`src/icx_pkg.sv`:
```
// Overview of operation
// - Accepting an interrupt clears global enable
// - Return instruction sets global enable again
// - Vectoring clears the causing flag in hardware
// - Writing one clears a flag, zero keeps
// - Flag sets even while its enable is off
// - Pending flags served by priority once enabled
// - Level request has no latched flag
// - Status register never saved or restored here
// - Entry takes four cycles, pushes 13-bit counter
// - Multicycle instruction finishes before entry starts
// - Sleep adds four cycles to entry
// - Return takes four cycles, pops two bytes
// - One instruction runs after return before next
// - Request 1 enable bit 7, vector 004
// - Request 0 enable bit 6, vector 002
// - Pin activity requests even when pin drives
// - Mask bits 5..0 read zero
// - Request 1 edge sets flag bit 7
// - Request 0 event sets flag bit 6
// - Flag reads cleared while level sensing
// - Flag register bits 5..0 read zero
// - Level request persists while pin held low
// - Sense bits: 3..2 request 1, 1..0 request 0
`default_nettype none

package icx_pkg;

   // ==========================================================
   // Register map
   localparam int          ICX_AW        = 2;
   localparam logic [1:0]  OFS_MASK      = 2'h0;
   localparam logic [1:0]  OFS_FLAG      = 2'h1;
   localparam logic [1:0]  OFS_CTRL      = 2'h2;
   localparam logic [1:0]  OFS_STAT      = 2'h3;
   localparam int          BIT_EN1       = 7;
   localparam int          BIT_EN0       = 6;
   localparam int          BIT_FLAG1     = 7;
   localparam int          BIT_FLAG0     = 6;
   localparam int          BIT_S1_HI     = 3;
   localparam int          BIT_S1_LO     = 2;
   localparam int          BIT_S0_HI     = 1;
   localparam int          BIT_S0_LO     = 0;
   localparam int          BIT_GIE       = 7;

   // ==========================================================
   // Sense codes and vectors
   localparam logic [1:0]  SENSE_LEVEL   = 2'h0;
   localparam logic [1:0]  SENSE_ANY     = 2'h1;
   localparam logic [1:0]  SENSE_FALL    = 2'h2;
   localparam logic [1:0]  SENSE_RISE    = 2'h3;
   localparam int          PC_W          = 13;
   localparam logic [12:0] VEC_EXT0      = 13'h002;
   localparam logic [12:0] VEC_EXT1      = 13'h004;

   // ==========================================================
   // Timing counts in clock cycles, reset values
   localparam logic [3:0]  ENTRY_CYC     = 4'h4;
   localparam logic [3:0]  SLEEP_EXTRA   = 4'h4;
   localparam logic [3:0]  RET_CYC       = 4'h4;
   localparam logic [1:0]  SENSE_RST     = 2'h0;
   localparam logic        GIE_RST       = 1'b0;

   typedef enum logic [1:0] {
      ST_IDLE   = 2'b00,
      ST_ENTRY  = 2'b01,
      ST_RETURN = 2'b10
   } icx_fsm_t;

   // Stack request to the core
   typedef struct packed {
      logic       push;
      logic       pop;
      logic       sp_add2;
      logic [7:0] data;
   } icx_stack_t;

   typedef struct packed {
      icx_fsm_t          fsm;
      logic [3:0]        step;
      logic [3:0]        last;
      logic              gie;
      logic              en1;
      logic              en0;
      logic              flag1;
      logic              flag0;
      logic [1:0]        sense1;
      logic [1:0]        sense0;
      logic [1:0]        sync1;
      logic [1:0]        sync0;
      logic              prev1;
      logic              prev0;
      logic              src1;
      logic [PC_W-1:0]   pc;
      icx_stack_t        stk;
      logic              ebusy;
      logic              rbusy;
      logic              vec_valid;
      logic [PC_W-1:0]   vector;
      logic              ret_done;
      logic [7:0]        rdata;
   } icx_state_t;

endpackage : icx_pkg

`default_nettype wire

```
`src/icx_ctrl.sv`:
```
`default_nettype none

module icx_ctrl
   import icx_pkg::*;
(
   // Clock and reset
   input  wire logic              clock_in,
   input  wire logic              reset_in,
   // Register port
   input  wire logic [ICX_AW-1:0] addr_in,
   input  wire logic [7:0]        wdata_in,
   input  wire logic              we_in,
   input  wire logic              re_in,
   output logic      [7:0]        rdata_out,
   // Processor core
   input  wire logic              instr_done_in,
   input  wire logic              sleep_in,
   input  wire logic              return_from_irq_instr_in,
   input  wire logic [PC_W-1:0]   pc_in,
   output logic                   gie_out,
   output logic                   entry_busy_out,
   output logic                   ret_busy_out,
   output logic                   vec_valid_out,
   output logic      [PC_W-1:0]   vector_out,
   output logic                   ret_done_out,
   output icx_stack_t             stack_out,
   // External request pins
   input  wire logic              ext0_pin_in,
   input  wire logic              ext1_pin_in
);

   // ==========================================================
   // State
   icx_state_t r;
   icx_state_t n;

   logic lvl0;
   logic lvl1;
   logic set0;
   logic set1;
   logic req0;
   logic req1;
   logic pend0;
   logic pend1;
   logic hwclr0;
   logic hwclr1;
   logic accept;
   logic ret_go;
   logic wr_flag;

   // Edge test on synchronised pin samples
   function automatic logic edge_hit(input logic [1:0] sense,
                                     input logic       cur,
                                     input logic       prev);
      logic hit;
      hit = 1'b0;
      case (sense)
         SENSE_ANY:  hit = cur ^ prev;
         SENSE_FALL: hit = prev & ~cur;
         SENSE_RISE: hit = ~prev & cur;
         default:    hit = 1'b0;
      endcase
      return hit;
   endfunction : edge_hit

   // ==========================================================
   // Request decode
   // Pins are sampled regardless of port direction, so a driven pin
   // still requests; this is the software trigger path.
   always_comb
   begin
      lvl0    = (r.sense0 == SENSE_LEVEL);
      lvl1    = (r.sense1 == SENSE_LEVEL);
      set0    = ~lvl0 & edge_hit(r.sense0, r.sync0[1], r.prev0);
      set1    = ~lvl1 & edge_hit(r.sense1, r.sync1[1], r.prev1);
      // Level request lives only while pin is low, never latched
      req0    = lvl0 ? ~r.sync0[1] : r.flag0;
      req1    = lvl1 ? ~r.sync1[1] : r.flag1;
      pend0   = r.en0 & req0;
      pend1   = r.en1 & req1;
      // Boundary only: core reports the end of a whole instruction
      accept  = (r.fsm == ST_IDLE) & r.gie & instr_done_in & ~return_from_irq_instr_in
                & (pend0 | pend1);
      ret_go  = (r.fsm == ST_IDLE) & return_from_irq_instr_in;
      hwclr0  = (r.fsm == ST_ENTRY) & (r.step == r.last) & ~r.src1;
      hwclr1  = (r.fsm == ST_ENTRY) & (r.step == r.last) & r.src1;
      wr_flag = we_in & (addr_in == OFS_FLAG);
   end

   // ==========================================================
   // Next state
   always_comb
   begin
      n           = r;
      n.stk       = '0;
      n.vec_valid = 1'b0;
      n.ret_done  = 1'b0;
      n.rdata     = 8'h00;

      // Two-stage synchroniser, edge logic reads the second stage only
      n.sync0 = {r.sync0[0], ext0_pin_in};
      n.sync1 = {r.sync1[0], ext1_pin_in};
      n.prev0 = r.sync0[1];
      n.prev1 = r.sync1[1];

      // Flags: a new event wins over any clear in the same cycle
      n.flag0 = ~lvl0 & (set0 | (r.flag0 & ~(hwclr0
                | (wr_flag & wdata_in[BIT_FLAG0]))));
      n.flag1 = ~lvl1 & (set1 | (r.flag1 & ~(hwclr1
                | (wr_flag & wdata_in[BIT_FLAG1]))));

      // Register writes
      if (we_in)
      begin
         case (addr_in)
            OFS_MASK:
            begin
               n.en1 = wdata_in[BIT_EN1];
               n.en0 = wdata_in[BIT_EN0];
            end
            OFS_CTRL:
            begin
               n.sense1 = wdata_in[BIT_S1_HI:BIT_S1_LO];
               n.sense0 = wdata_in[BIT_S0_HI:BIT_S0_LO];
            end
            OFS_STAT: n.gie = wdata_in[BIT_GIE];
            default:  n.gie = n.gie;
         endcase
      end

      // Register reads, data stands one cycle after the strobe
      if (re_in)
      begin
         case (addr_in)
            OFS_MASK: n.rdata = {r.en1, r.en0, 6'h00};
            OFS_FLAG: n.rdata = {r.flag1 & ~lvl1, r.flag0 & ~lvl0,
                                 6'h00};
            OFS_CTRL: n.rdata = {4'h0, r.sense1, r.sense0};
            OFS_STAT: n.rdata = {r.gie, 7'h00};
            default:  n.rdata = 8'h00;
         endcase
      end

      // Sequencer; only the enable bit is touched, no status copy kept
      case (r.fsm)
         ST_IDLE:
         begin
            if (accept)
            begin
               n.fsm   = ST_ENTRY;
               n.gie   = 1'b0;
               n.src1  = ~pend0;
               n.pc    = pc_in;
               n.step  = 4'h0;
               n.last  = sleep_in ? 4'(ENTRY_CYC + SLEEP_EXTRA - 4'h1)
                                  : 4'(ENTRY_CYC - 4'h1);
               n.ebusy = 1'b1;
               n.stk.push = 1'b1;
               n.stk.data = pc_in[7:0];
            end
            else if (ret_go)
            begin
               n.fsm      = ST_RETURN;
               n.step     = 4'h0;
               n.last     = 4'(RET_CYC - 4'h1);
               n.rbusy    = 1'b1;
               n.stk.pop  = 1'b1;
            end
         end
         ST_ENTRY:
         begin
            n.step = 4'(r.step + 4'h1);
            if (r.step == 4'h0)
            begin
               n.stk.push = 1'b1;
               n.stk.data = {3'h0, r.pc[PC_W-1:8]};
            end
            if (r.step == r.last)
            begin
               n.fsm       = ST_IDLE;
               n.ebusy     = 1'b0;
               n.vec_valid = 1'b1;
               n.vector    = r.src1 ? VEC_EXT1 : VEC_EXT0;
            end
         end
         ST_RETURN:
         begin
            n.step = 4'(r.step + 4'h1);
            if (r.step == 4'h0)
               n.stk.pop = 1'b1;
            if (r.step == r.last)
            begin
               // Back in idle, the next accept needs a fresh instr_done,
               // so one instruction of the old program always runs.
               n.fsm         = ST_IDLE;
               n.rbusy       = 1'b0;
               n.gie         = 1'b1;
               n.ret_done    = 1'b1;
               n.stk.sp_add2 = 1'b1;
            end
         end
         default: n.fsm = ST_IDLE;
      endcase
   end

   // ==========================================================
   // State register
   always_ff @(posedge clock_in or posedge reset_in)
   begin
      if (reset_in)
      begin
         r        <= '0;
         r.fsm    <= ST_IDLE;
         r.gie    <= GIE_RST;
         r.sense0 <= SENSE_RST;
         r.sense1 <= SENSE_RST;
         r.sync0  <= 2'h3;
         r.sync1  <= 2'h3;
         r.prev0  <= 1'b1;
         r.prev1  <= 1'b1;
      end
      else
         r <= n;
   end

   // ==========================================================
   // Outputs straight from the state register
   assign rdata_out      = r.rdata;
   assign gie_out        = r.gie;
   assign entry_busy_out = r.ebusy;
   assign ret_busy_out   = r.rbusy;
   assign vec_valid_out  = r.vec_valid;
   assign vector_out     = r.vector;
   assign ret_done_out   = r.ret_done;
   assign stack_out      = r.stk;
endmodule : icx_ctrl

`default_nettype wire

```
`config.mk`:
```
export PLATFORM = sky130hd
export DESIGN_NAME = icx_ctrl
export DESIGN_NICKNAME = d
export VERILOG_FILES = /design/src/icx_pkg.sv /design/src/icx_ctrl.sv
export SDC_FILE = /design/constraint.sdc
export NUM_CORES = 1
export LEC_CHECK = 0
export BUFFER_PORTS_ARGS = -buffer_cell sky130_fd_sc_hd__buf_4
export CAP_MARGIN = 20
export CELL_PAD_IN_SITES_DETAIL_PLACEMENT = 1
export CELL_PAD_IN_SITES_GLOBAL_PLACEMENT = 2
export CORE_MARGIN = 3
export CORE_UTILIZATION = 35
export CTS_CLUSTER_SIZE = 40
export DETAILED_ROUTE_END_ITERATION = 8
export PLACE_DENSITY_LB_ADDON = 0.1
export RECOVER_POWER = 25
export SETUP_SLACK_MARGIN = 0.1
export SLEW_MARGIN = 40
export SYNTH_ARGS = -nofsm -noshare
export SYNTH_HDL_FRONTEND = slang
export SYNTH_SLANG_ARGS = --single-unit
```
`constraint.sdc`:
```
create_clock -name clock_in -period 3.8 [get_ports clock_in]
set_input_delay 0.19 -clock clock_in [delete_from_list [all_inputs] [get_ports clock_in]]
set_output_delay 0.19 -clock clock_in [all_outputs]
set_load 0.01 [all_outputs]
```
==> results of run 1 <==
## final timing paths
kind                                 endpoint  cells past startpoint
worst max register to register          r[71]                      8
min in group asynchronous       stack_out[10]                      3
max in group asynchronous               n[53]                      4
worst max-delay path                    r[71]                      8
worst min-delay path             stack_out[6]                      2
worst min register to register          n[51]                      0
## through the flow
step / instances / setup slack [ps] / hold WS, ps
2_1_floorplan: 244 / 1960 / 194
3_3_place_gp: 357 / 1540 / 292
3_5_place_dp: 357 / 1510 / 285
4_1_cts: 368 / 1470 / 74.7
5_1_grt: 368 / 1260 / 88.2
6_report: 368 / 1470 / 86.8
## cells by family after synthesis
logic type               count (synthesis)
buffers and inverters                   56
AO/OA/AOI/OAI                           47
adder cells (fa/ha/maj)                  9
AND/OR/NAND/NOR                         51
XOR/XNOR                                 1
multiplexers                            16
flip-flops                              51
other                                    1
## cell usage in the layout, fill, tap and decap left out, types with 3 or more instances in the layout
cell type	count
inv_1	15
and2_0	3
o22ai_1	3
nor3b_1	3
and2_1	5
a21oi_1	7
conb_1	13
nand3_1	7
clkbuf_4	3
dfrtp_1	45
nand2_1	10
mux2_2	7
o21ai_1	10
a22o_1	5
ha_1	9
mux2_1	5
clkbuf_8	6
mux2i_1	4
nor2_1	8
nor3_1	3
buf_4	52
o21ai_0	3
dfstp_2	4
dlygate4sd3_1	3
## power by group
part	switching (mW)	internal (mW)
combinational	0.323	0.276
sequential	0.110	0.674
clock	0.194	0.217
total	0.627	1.17
## cells in the mapped netlist (all sizes together), types with 2 or more instances
master and n:
dfstp 6, mux2 12, and3 2, dfrtp 45, nand3 7, o211ai 2, nor3b 3, a21oi 8
a22o 5, inv 17, mux2i 4, nand4b 2, nor3 3, buf 34, nor2 8, a21boi 3
ha 9, and2 8, o21ai 13, o22ai 3, o21a 2, nand2 10, clkbuf 5, nor2b 2
## final cells by class
class                   instances  share of cell area, %
clock buffers                   6                   2.76
clock inverters                 2                   1.30
inverters                      17                   2.14
multi-input cells             137                   31.8
flip-flops and latches         51                   43.0
well taps                      96                   4.02
repair buffers                 59                   15.0
## per-layer routing
metal	vias up	global-route usage (%)	share of wire (%)
met5	-	0	0
met4	0	4.15	1.2
met3	7	3.31	5.2
met2	40	22.3	47
met1	850	17.9	47
li1	825	-	-
## flip-flops by register name (all words and copies together), names as in the netlist
signal	cells
ret_done_out	1
r	24
gie_out	1
vec_valid_out	1
stack_out	10
vector_out	2
entry_busy_out	1
ret_busy_out	1
rdata_out	6
n	4
## timing repair
action / 4_1_cts / 5_1_grt
gates resized for setup: 0 / 0
endpoints found under the hold margin: 24 / 0
hold buffers: 3 / 0
==> qor.yml, run 1 <==
status: "complete, no violations"
clock.fmax_mhz: 430
antennaDiodeCount: 0
grt_setup_unrepaired: "no"
grt_max_degree: 27
p_total_mw: 1.79
post_cts_buffers: 0
rows: 30
avgRoutedWirePerCell_um: 14.7
cap_violations: 0
post-route-min-period_ps: 2330
nFillCells: 794
wirelength_um: 5400
gp_congestion: 0.748
regArea_um2: 1280
cts_root_buf: "clkbuf_8"
start_util_pct: 36.6
synth_area_leaders: "dfrtp_1, buf_4, dfstp_2"
slowest_delay_ps: 410
p_leak_nw: 1.45
ys_types: 51
fin_crit_sh_pct: 61.3
synth-edff-count: 0
io_pins: 69
drtAntennaViolNets: 0
avgSynthCellArea_um2: 10.9
synthMuxAreaShare_pct: 6.93
placed_cell_area_um2: 2840
die_h_um: 91.0
clock-skew-final_ps: 9.68
grt_pass1_vias: 1855
design_area_um2: 2990
viasPerCell: 4.68
power.density_nw_per_um2: 601
cts-htree-levels: 2
worstPathBufferInverterCount: 2
fp.coreArea_um2: 6910
multi_input_comb_area_um2: 951
nets: 312
clk_path_buf_depth: 2
synth_cells: 232
synth_top_family_by_area: "buffers and inverters"
start_kind: "flip-flop"
setup_viol: 0
yosys.area_share.simple_pct: 11.0
cp.required_ps: 4000
synth_top_area_share_pct: 44.6
path_cells: "inv_1 -> ha_1 -> nor2b_1 -> nand3_1 -> a21oi_2 -> buf_4 -> nor3_1 -> a211o_1"
overflow: 0
clkSinkCount: 51
crit_fanout: 15
post-route-util_pct: 43.2
synth.yosys.seq_area_share_pct: 50.8
tightest_slew_ps: 1020
final_hold_viol_count: 0
die_w_um: 91.0
netlist_area_um2: 2530
drt-initial-drc-count: 42
die-area_um2: 8280
clkLatencyLatePin_ps: 310
dr_total_vias: 1722
reg2reg_slack_ps: 1470
synth-compound-area-share_pct: 12.9
cts_tree: "yes"
path_class: "flip-flop to flip-flop"
hp-start: "pc_in[6]"
ys_seq_elements: 51
ir_drop_mv: 0.344
hp-class: "input port to flip-flop"
end_kind: "flip-flop"
r2r-start: "r[73]"
synth_top_flop_cell: "dfrtp_1"
fin_tns_setup_ps: 0
synthArstFlopShare_pct: 100
final_layout_size_suffix_gt1_share_pct: 29.4
relSlewSlack_pct: 31.6
grt_first_pass_wirelength_um: 9090
drtPass1Iterations: 4
path_clk_slew_ps: 100
final-max-slew-violation-count: 0
synthXorXnorAreaFrac_pct: 0.347
area_growth_pct: 18.2
numCtsBuffers: 5
hpwl_um: 4000
cpLargestDelayFamily: "simple AND/OR/NAND/NOR gates"
drt_drc_violations_left: 0
synthAdderAreaFrac_pct: 4.46
startpoint: "r[73]"
antenna_found_initial: 0
yosysWarnings: 0
port_buffers: 53
crit_slowest_cell: "dfrtp_1"
yosysTopAreaCell: "dfrtp_1"
grtUsageTotal_pct: 13.6
cp.arrival_ps: 2530
Power figures use the tool's default switching activity.
==> run 2, diff against run 1 <==
--- a/config.mk
+++ b/config.mk
@@ -10,7 +10,7 @@
 export CELL_PAD_IN_SITES_DETAIL_PLACEMENT = 1
 export CELL_PAD_IN_SITES_GLOBAL_PLACEMENT = 2
 export CORE_MARGIN = 3
-export CORE_UTILIZATION = 35
+export CORE_UTILIZATION = 29
 export CTS_CLUSTER_SIZE = 40
 export DETAILED_ROUTE_END_ITERATION = 8
 export PLACE_DENSITY_LB_ADDON = 0.1
==> constraint.sdc (replaced) <==
create_clock -name clock_in -period 1.97 [get_ports clock_in]
set_input_delay 0.0985 -clock clock_in [delete_from_list [all_inputs] [get_ports clock_in]]
set_output_delay 0.0985 -clock clock_in [all_outputs]
set_load 0.01 [all_outputs]
==> run 2 against run 1 <==
- via count grew 3.0%
- critical path type unchanged
- clock skew fell by 0.94 ps
- setup slack got worse by 1300 ps
- clock-buffer cell count unchanged
- combinational power is 130% higher
- power is 100% higher
- design area is 8.2% higher
- critical path depth is 2 lower
- flip-flop and latch count stayed put
- wire length increased by 5.4%
- sequential power is 89% higher
- first-iteration DRC count down 21%
==> qor.yml, run 2 (synthesis results as in run 1) <==
worstPathBufferInverterCount: 2  # unchanged
grt_setup_unrepaired: "no"
clkSinkCount: 51  # unchanged
crit_slowest_cell: "dfrtp_1"
port_buffers: 53  # unchanged
cts-htree-levels: 2  # unchanged
grt_pass1_vias: 1850  # -0.27%
drt-initial-drc-count: 33  # -21%
cap_violations: 0  # unchanged
numCtsBuffers: 5  # unchanged
nets: 336  # +7.7%
grt_first_pass_wirelength_um: 9450  # +3.9%
die_h_um: 99.4  # +9.2%
antennaDiodeCount: 0  # unchanged
viasPerCell: 4.42  # -5.5%
hp-class: "input port to flip-flop"
avgRoutedWirePerCell_um: 14.2  # -3.3%
clock-skew-final_ps: 8.75  # -0.938 ps
drt_drc_violations_left: 0  # unchanged
clock.fmax_mhz: 559  # +30%
ir_drop_mv: 0.471  # +37%
rows: 33  # +10%
start_util_pct: 30.3  # -6.3 points
antenna_found_initial: 0  # unchanged
drtPass1Iterations: 4  # unchanged
final_layout_size_suffix_gt1_share_pct: 32.8  # +3.4 points
p_leak_nw: 1.57  # +8.1%
end_kind: "flip-flop"
mostFrequentLayoutCell: "buf_4"
start_kind: "flip-flop"
fp.coreArea_um2: 8340  # +21%
pwr-share-seq_pct: 41.3  # -2.4 points
relSlewSlack_pct: 49.0  # +17 points
largest_reg_flops: 24  # unchanged
slowest_delay_ps: 470  # +60 ps
clkPwrFrac_pct: 20.5  # -2.4 points
wirelength_um: 5690  # +5.4%
power_frac_comb_pct: 38.2  # +4.8 points
cp.required_ps: 2180  # -1820 ps
cts_tree: "yes"
die_w_um: 99.4  # +9.2%
io_pins: 69  # unchanged
power.density_nw_per_um2: 1110  # +85%
dr_total_vias: 1773  # +3.0%
drtAntennaViolNets: 0  # unchanged
clk_path_buf_depth: 2  # unchanged
fin_tns_setup_ps: 0  # unchanged
cpLargestDelayFamily: "compound AO/OA/AOI/OAI gates"
area_growth_pct: 27.9
final-max-slew-violation-count: 0  # unchanged
gp_congestion: 0.782  # +4.5%
final_cell_mix: "buf_4, dfrtp_1, inv_1, conb_1"
path_class: "flip-flop to flip-flop"
crit_fanout: 7  # -8
hpwl_um: 4270  # +6.6%
setup_viol: 0  # unchanged
fin_crit_sh_pct: 90.8  # +30 points
status: "complete, no violations"
post-route-min-period_ps: 1790  # -539 ps
netSwitchingPower_mw: 1.24  # +98%
final_hold_viol_count: 0  # unchanged
path_clk_slew_ps: 100  # about the same
tightest_slew_ps: 765  # -260 ps
cts_root_buf: "clkbuf_8"
cp.arrival_ps: 2000  # -530 ps
die-area_um2: 9870  # +19%
p_int_mw: 2.34  # +100%
grt_max_degree: 35  # +30%
p_total_mw: 3.58  # +100%
top_register: "r"
swShare_pct: 34.7  # -0.29 points
grtUsageTotal_pct: 12.0  # -1.6 points
clkLatencyLatePin_ps: 300  # about the same
path_cells: "o21a_1 -> o21ai_1 -> a21oi_4 -> buf_6 -> buf_4 -> a311oi_1"
overflow: 0  # unchanged
[run 2: cell count changes in the layout (fill, tap and decap cells not counted), sizes merged]
cell	delta
dlygate4sd3	+7
inv	-1
clkinvlp	+1
buf	+15
clkbuf	+2
[run 2: final cells by class]
class | instances | area, um2
fill | 951 | 5110
sequential | 51 | 1280
multi-input combinational | 137 | 986
timing repair buffer | 83 | 657
tap | 105 | 131
clock buffer | 6 | 72.6
inverter | 17 | 63.8
clock inverter | 2 | 37.5
[run 2: final timing paths]
kind / from / end / cells after the start / slack [ps]
setup / recovery: r[59] / r[69] / 6 / 180
setup reg to reg: r[59] / r[69] / 6 / 180
max in group asynchronous: reset_in / n[55] / 4 / 760
hold / removal: pc_in[11] / r[47] / 2 / 10
hold reg to reg: n[55] / n[51] / 0 / 360
min in group asynchronous: reset_in / stack_out[4] / 3 / 480
[run 2: layer usage]
metal	global-route usage, %	vias up	wire [um]
met5	0	-	0
met4	2.84	0	40
met3	2.17	4	299
met2	18.9	52	2580
met1	17.1	838	2770
li1	-	879	-
[run 2: power groups by stage]
stage / registers [mW] / logic (mW) / clock network [mW]
floorplan: 1.47 / 0.899 / 0
global placement: 1.50 / 1.30 / 0
detailed placement: 1.50 / 1.31 / 0
CTS: 1.48 / 1.34 / 0.757
global route: 1.52 / 1.57 / 0.802
finish: 1.48 / 1.37 / 0.733
[run 2: stage by stage]
stage | util (%) | instance area, um2 | hold slack (ps) | cells | setup slack, ps
finish | 38.7 | 3230 | 10.4 | 401 | 182
global route | 38.7 | 3230 | 1.24 | 401 | 61.9
CTS | 37.8 | 3160 | 7.37 | 395 | 131
detailed placement | 35.3 | 2950 | 136 | 377 | 124
global placement | 35.3 | 2950 | 128 | 377 | 136
floorplan | - | 2570 | 103 | 244 | 134
[run 2: what timing repair did]
| item | CTS | global route |
|---|---|---|
| hold endpoints to repair | 26 | 0 |
| pin swaps | 0 | 2 |
| hold buffers | 10 | 0 |
| resized for setup | 1 | 8 |
| setup buffers | 0 | 6 |
| setup endpoints to repair | 1 | 9 |
==> run 3, diff against run 2 <==
--- a/config.mk
+++ b/config.mk
@@ -5,12 +5,13 @@
 export SDC_FILE = /design/constraint.sdc
 export NUM_CORES = 1
 export LEC_CHECK = 0
+export ABC_AREA = 1
 export BUFFER_PORTS_ARGS = -buffer_cell sky130_fd_sc_hd__buf_4
 export CAP_MARGIN = 20
-export CELL_PAD_IN_SITES_DETAIL_PLACEMENT = 1
+export CELL_PAD_IN_SITES_DETAIL_PLACEMENT = 2
 export CELL_PAD_IN_SITES_GLOBAL_PLACEMENT = 2
 export CORE_MARGIN = 3
-export CORE_UTILIZATION = 29
+export CORE_UTILIZATION = 27
 export CTS_CLUSTER_SIZE = 40
 export DETAILED_ROUTE_END_ITERATION = 8
 export PLACE_DENSITY_LB_ADDON = 0.1
==> run 3 against run 2 <==
- clock-buffer cell count unchanged
- first-iteration DRC count fell by 6.1%
- wire length is 18% higher
- utilization shrank 4.1 points
- sequential share of layout area increased by 0.19 points
- final cell count rose by 23%
- worst hold slack worse by 2.6 ps
- global-route usage grew 1.1 points
- flip-flop and latch count stayed put
- area after synthesis grew 2.5%
- design area down 0.46%
- non-clock buffer count shrank 13
- critical endpoint is now r[73]
- highest routed layer unchanged
==> qor.yml, run 3 <==
drtPass1Iterations: 4  # unchanged
start_kind: "flip-flop"
rows: 35  # +6.1%
final_cells: 493  # +23%
numCtsBuffers: 5  # unchanged
synth_cells: 307  # +32%
yosysTopAreaCell: "dfrtp_1"
antenna_found_initial: 0  # unchanged
ctsHoldBuffers: 14  # +4
synth_top_flop_cell: "dfrtp_1"
netSwitchingPower_mw: 1.27  # +2.3%
start_util_pct: 27.9  # -2.4 points
design_area_um2: 3220  # -0.46%
grtUsageTotal_pct: 13.1  # +1.1 points
p_total_mw: 3.44  # -4.0%
mostFrequentLayoutCell: "nand2_1"
swShare_pct: 36.9  # +2.3 points
clkLatencyLatePin_ps: 310  # about the same
final_cell_mix: "nand2_1, buf_4, dfrtp_1, inv_1, nor2_1"
die-area_um2: 10800  # +9.4%
cts_tree: "yes"
cts-htree-levels: 2  # unchanged
antennaDiodeCount: 0  # unchanged
grt_max_degree: 28  # -20%
synthTopCellsByCount: "nand2_1, dfrtp_1, inv_1"
gr-usage-met2_pct: 22.2  # +3.3 points
reg2reg_depth: 9  # +3
nFillCells: 1114  # +17%
r2r-start: "r[73]"
clock.fmax_mhz: 618  # +11%
path_clk_slew_ps: 100  # about the same
crit_fanout: 5  # -2
die_w_um: 104  # +4.6%
pre_cts_ws_ps: 342  # +218 ps
tightest_slew_ps: 684  # -80.9 ps
final_layout_size_suffix_gt1_share_pct: 22.0  # -11 points
grtUsageMet3_pct: 3.17  # +0.99 points
grt_setup_unrepaired: "no"
met1_usage_pct: 16.8  # -0.34 points
cap_violations: 0  # unchanged
startpoint: "r[73]"
drt-initial-drc-count: 31  # -6.1%
pwr-share-seq_pct: 41.8  # +0.5 points
r2r-end: "r[73]"
power.density_nw_per_um2: 1070  # -3.5%
final-max-slew-violation-count: 0  # unchanged
path_class: "flip-flop to flip-flop"
p_int_mw: 2.17  # -7.3%
yosysWarnings: 0  # unchanged
status: "complete, no violations"
clkPwrFrac_pct: 22.8  # +2.3 points
regArea_um2: 1280  # unchanged
synth_top_area_share_pct: 43.5  # -1.1 points
ys_types: 23  # -55%
ys_seq_elements: 51  # unchanged
p_leak_nw: 1.72  # +9.6%
grt.busiest_layer: "met2"
yosysMostFrequentCell: "nand2_1"
port_buffers: 53  # unchanged
end_kind: "flip-flop"
largest_reg_flops: 24  # unchanged
post_cts_buffers: 0  # unchanged
grt_first_pass_wirelength_um: 11600  # +23%
synth.yosys.seq_area_share_pct: 49.6  # -1.2 points
drt_drc_violations_left: 0  # unchanged
avgRoutedWirePerCell_um: 13.6  # -4.1%
cts_root_buf: "clkbuf_8"
fin_tns_setup_ps: 0  # unchanged
multi_input_comb_area_um2: 931  # -5.6%
top_register: "r"
netlist_area_um2: 2590  # +2.5%
area_growth_pct: 24.2
gp_congestion: 0.748  # -4.4%
viasPerCell: 4.27  # -3.4%
cp.required_ps: 2170  # about the same
clk_path_buf_depth: 2  # unchanged
grt_pass1_vias: 2306  # +25%
fin_crit_sh_pct: 82.2  # -8.6 points
fin_ws_ps: 352  # +170 ps
wirelength_um: 6720  # +18%
numPlacedInstances: 471  # +25%
synth-edff-count: 0  # unchanged
relSlewSlack_pct: 54.4  # +5.4 points
nets: 404  # +20%
synthArstFlopShare_pct: 100  # unchanged
ir_drop_mv: 0.315  # -33%
post-route-min-period_ps: 1620  # -170 ps
hpwl_um: 5070  # +19%
setup_viol: 0  # unchanged
power_frac_comb_pct: 35.4  # -2.8 points
die_h_um: 104  # +4.6%
clkSinkCount: 51  # unchanged
placed_cell_area_um2: 2970  # +0.98%
cts_resized: 0  # -1
cp.arrival_ps: 1820  # -180 ps
hp-class: "input port to flip-flop"
clock-skew-final_ps: 7.28  # -1.47 ps
overflow: 0  # unchanged
drtAntennaViolNets: 0  # unchanged
final_hold_viol_count: 0  # unchanged
synth_area_leaders: "dfrtp_1, nand2_1, buf_4"
io_pins: 69  # unchanged
avgSynthCellArea_um2: 8.44  # -23%
worstSetupEndpoint: "r[73]"
reg2reg_slack_ps: 350  # +170 ps
fp.coreArea_um2: 9280  # +11%
dr_total_vias: 2106  # +19%
run 3: layer usage:
layer | vias to the layer above | part of all wire [%]
met5 | - | 0
met4 | 0 | 1.2
met3 | 5 | 4.6
met2 | 50 | 48
met1 | 1031 | 47
li1 | 1020 | -
run 3: critical path, stage by stage, from the launching register on:
cell	delay [ps]
dfrtp_1	420
inv_1	100
ha_1	180
nand2_2	90
nor3_2	140
nand2_2	110
nand3_1	230
nand2_1	120
nand2_1	70
nand2_1	50
run 3: kinds of logic after synthesis:
group / count (synthesis) / share of synthesized area (%)
flops: 51 / 49.6
fa+ha+maj: 9 / 4.35
buf+inv: 77 / 16.2
other cells: 1 / 0.145
compound gates: 31 / 6.57
simple gates: 138 / 23.1
run 3: stage by stage:
| stage | hold slack [ps] | utilization (%) |
|---|---|---|
| after CTS | 2.05 | 34.8 |
| final | 7.87 | 34.6 |
| after floorplan | 103 | - |
| after global routing | 7.82 | 34.6 |
| after detailed placement | 99.6 | 32.0 |
| after global placement | 98.9 | 32.0 |
run 3: area by class of cell:
type / instances / area share (%)
clock buffers: 6 / 2.57
well taps: 129 / 5.02
clock inverters: 2 / 1.09
repair buffers: 70 / 17.3
flip-flops and latches: 51 / 39.9
multi-input cells: 191 / 28.9
inverters: 44 / 5.13
run 3: worst min-delay path by stage:
stage	from	endpoint	slack, ps	cells after the start
5_1_grt	pc_in[4]	stack_out[4]	8	3
3_3_place_gp	reset_in	stack_out[4]	100	2
6_report	pc_in[10]	r[46]	8	3
2_1_floorplan	ext0_pin_in	n[53]	100	0
4_1_cts	pc_in[10]	r[46]	2	3
3_5_place_dp	reset_in	stack_out[3]	100	2
run 3: power groups by stage:
stage               clock network [mW]  registers, mW  logic [mW]
finish                           0.784           1.44        1.22
global route                     0.861           1.48        1.43
CTS                              0.836           1.45        1.26
detailed placement                   0           1.47        1.23
global placement                     0           1.46        1.20
floorplan                            0           1.43       0.869
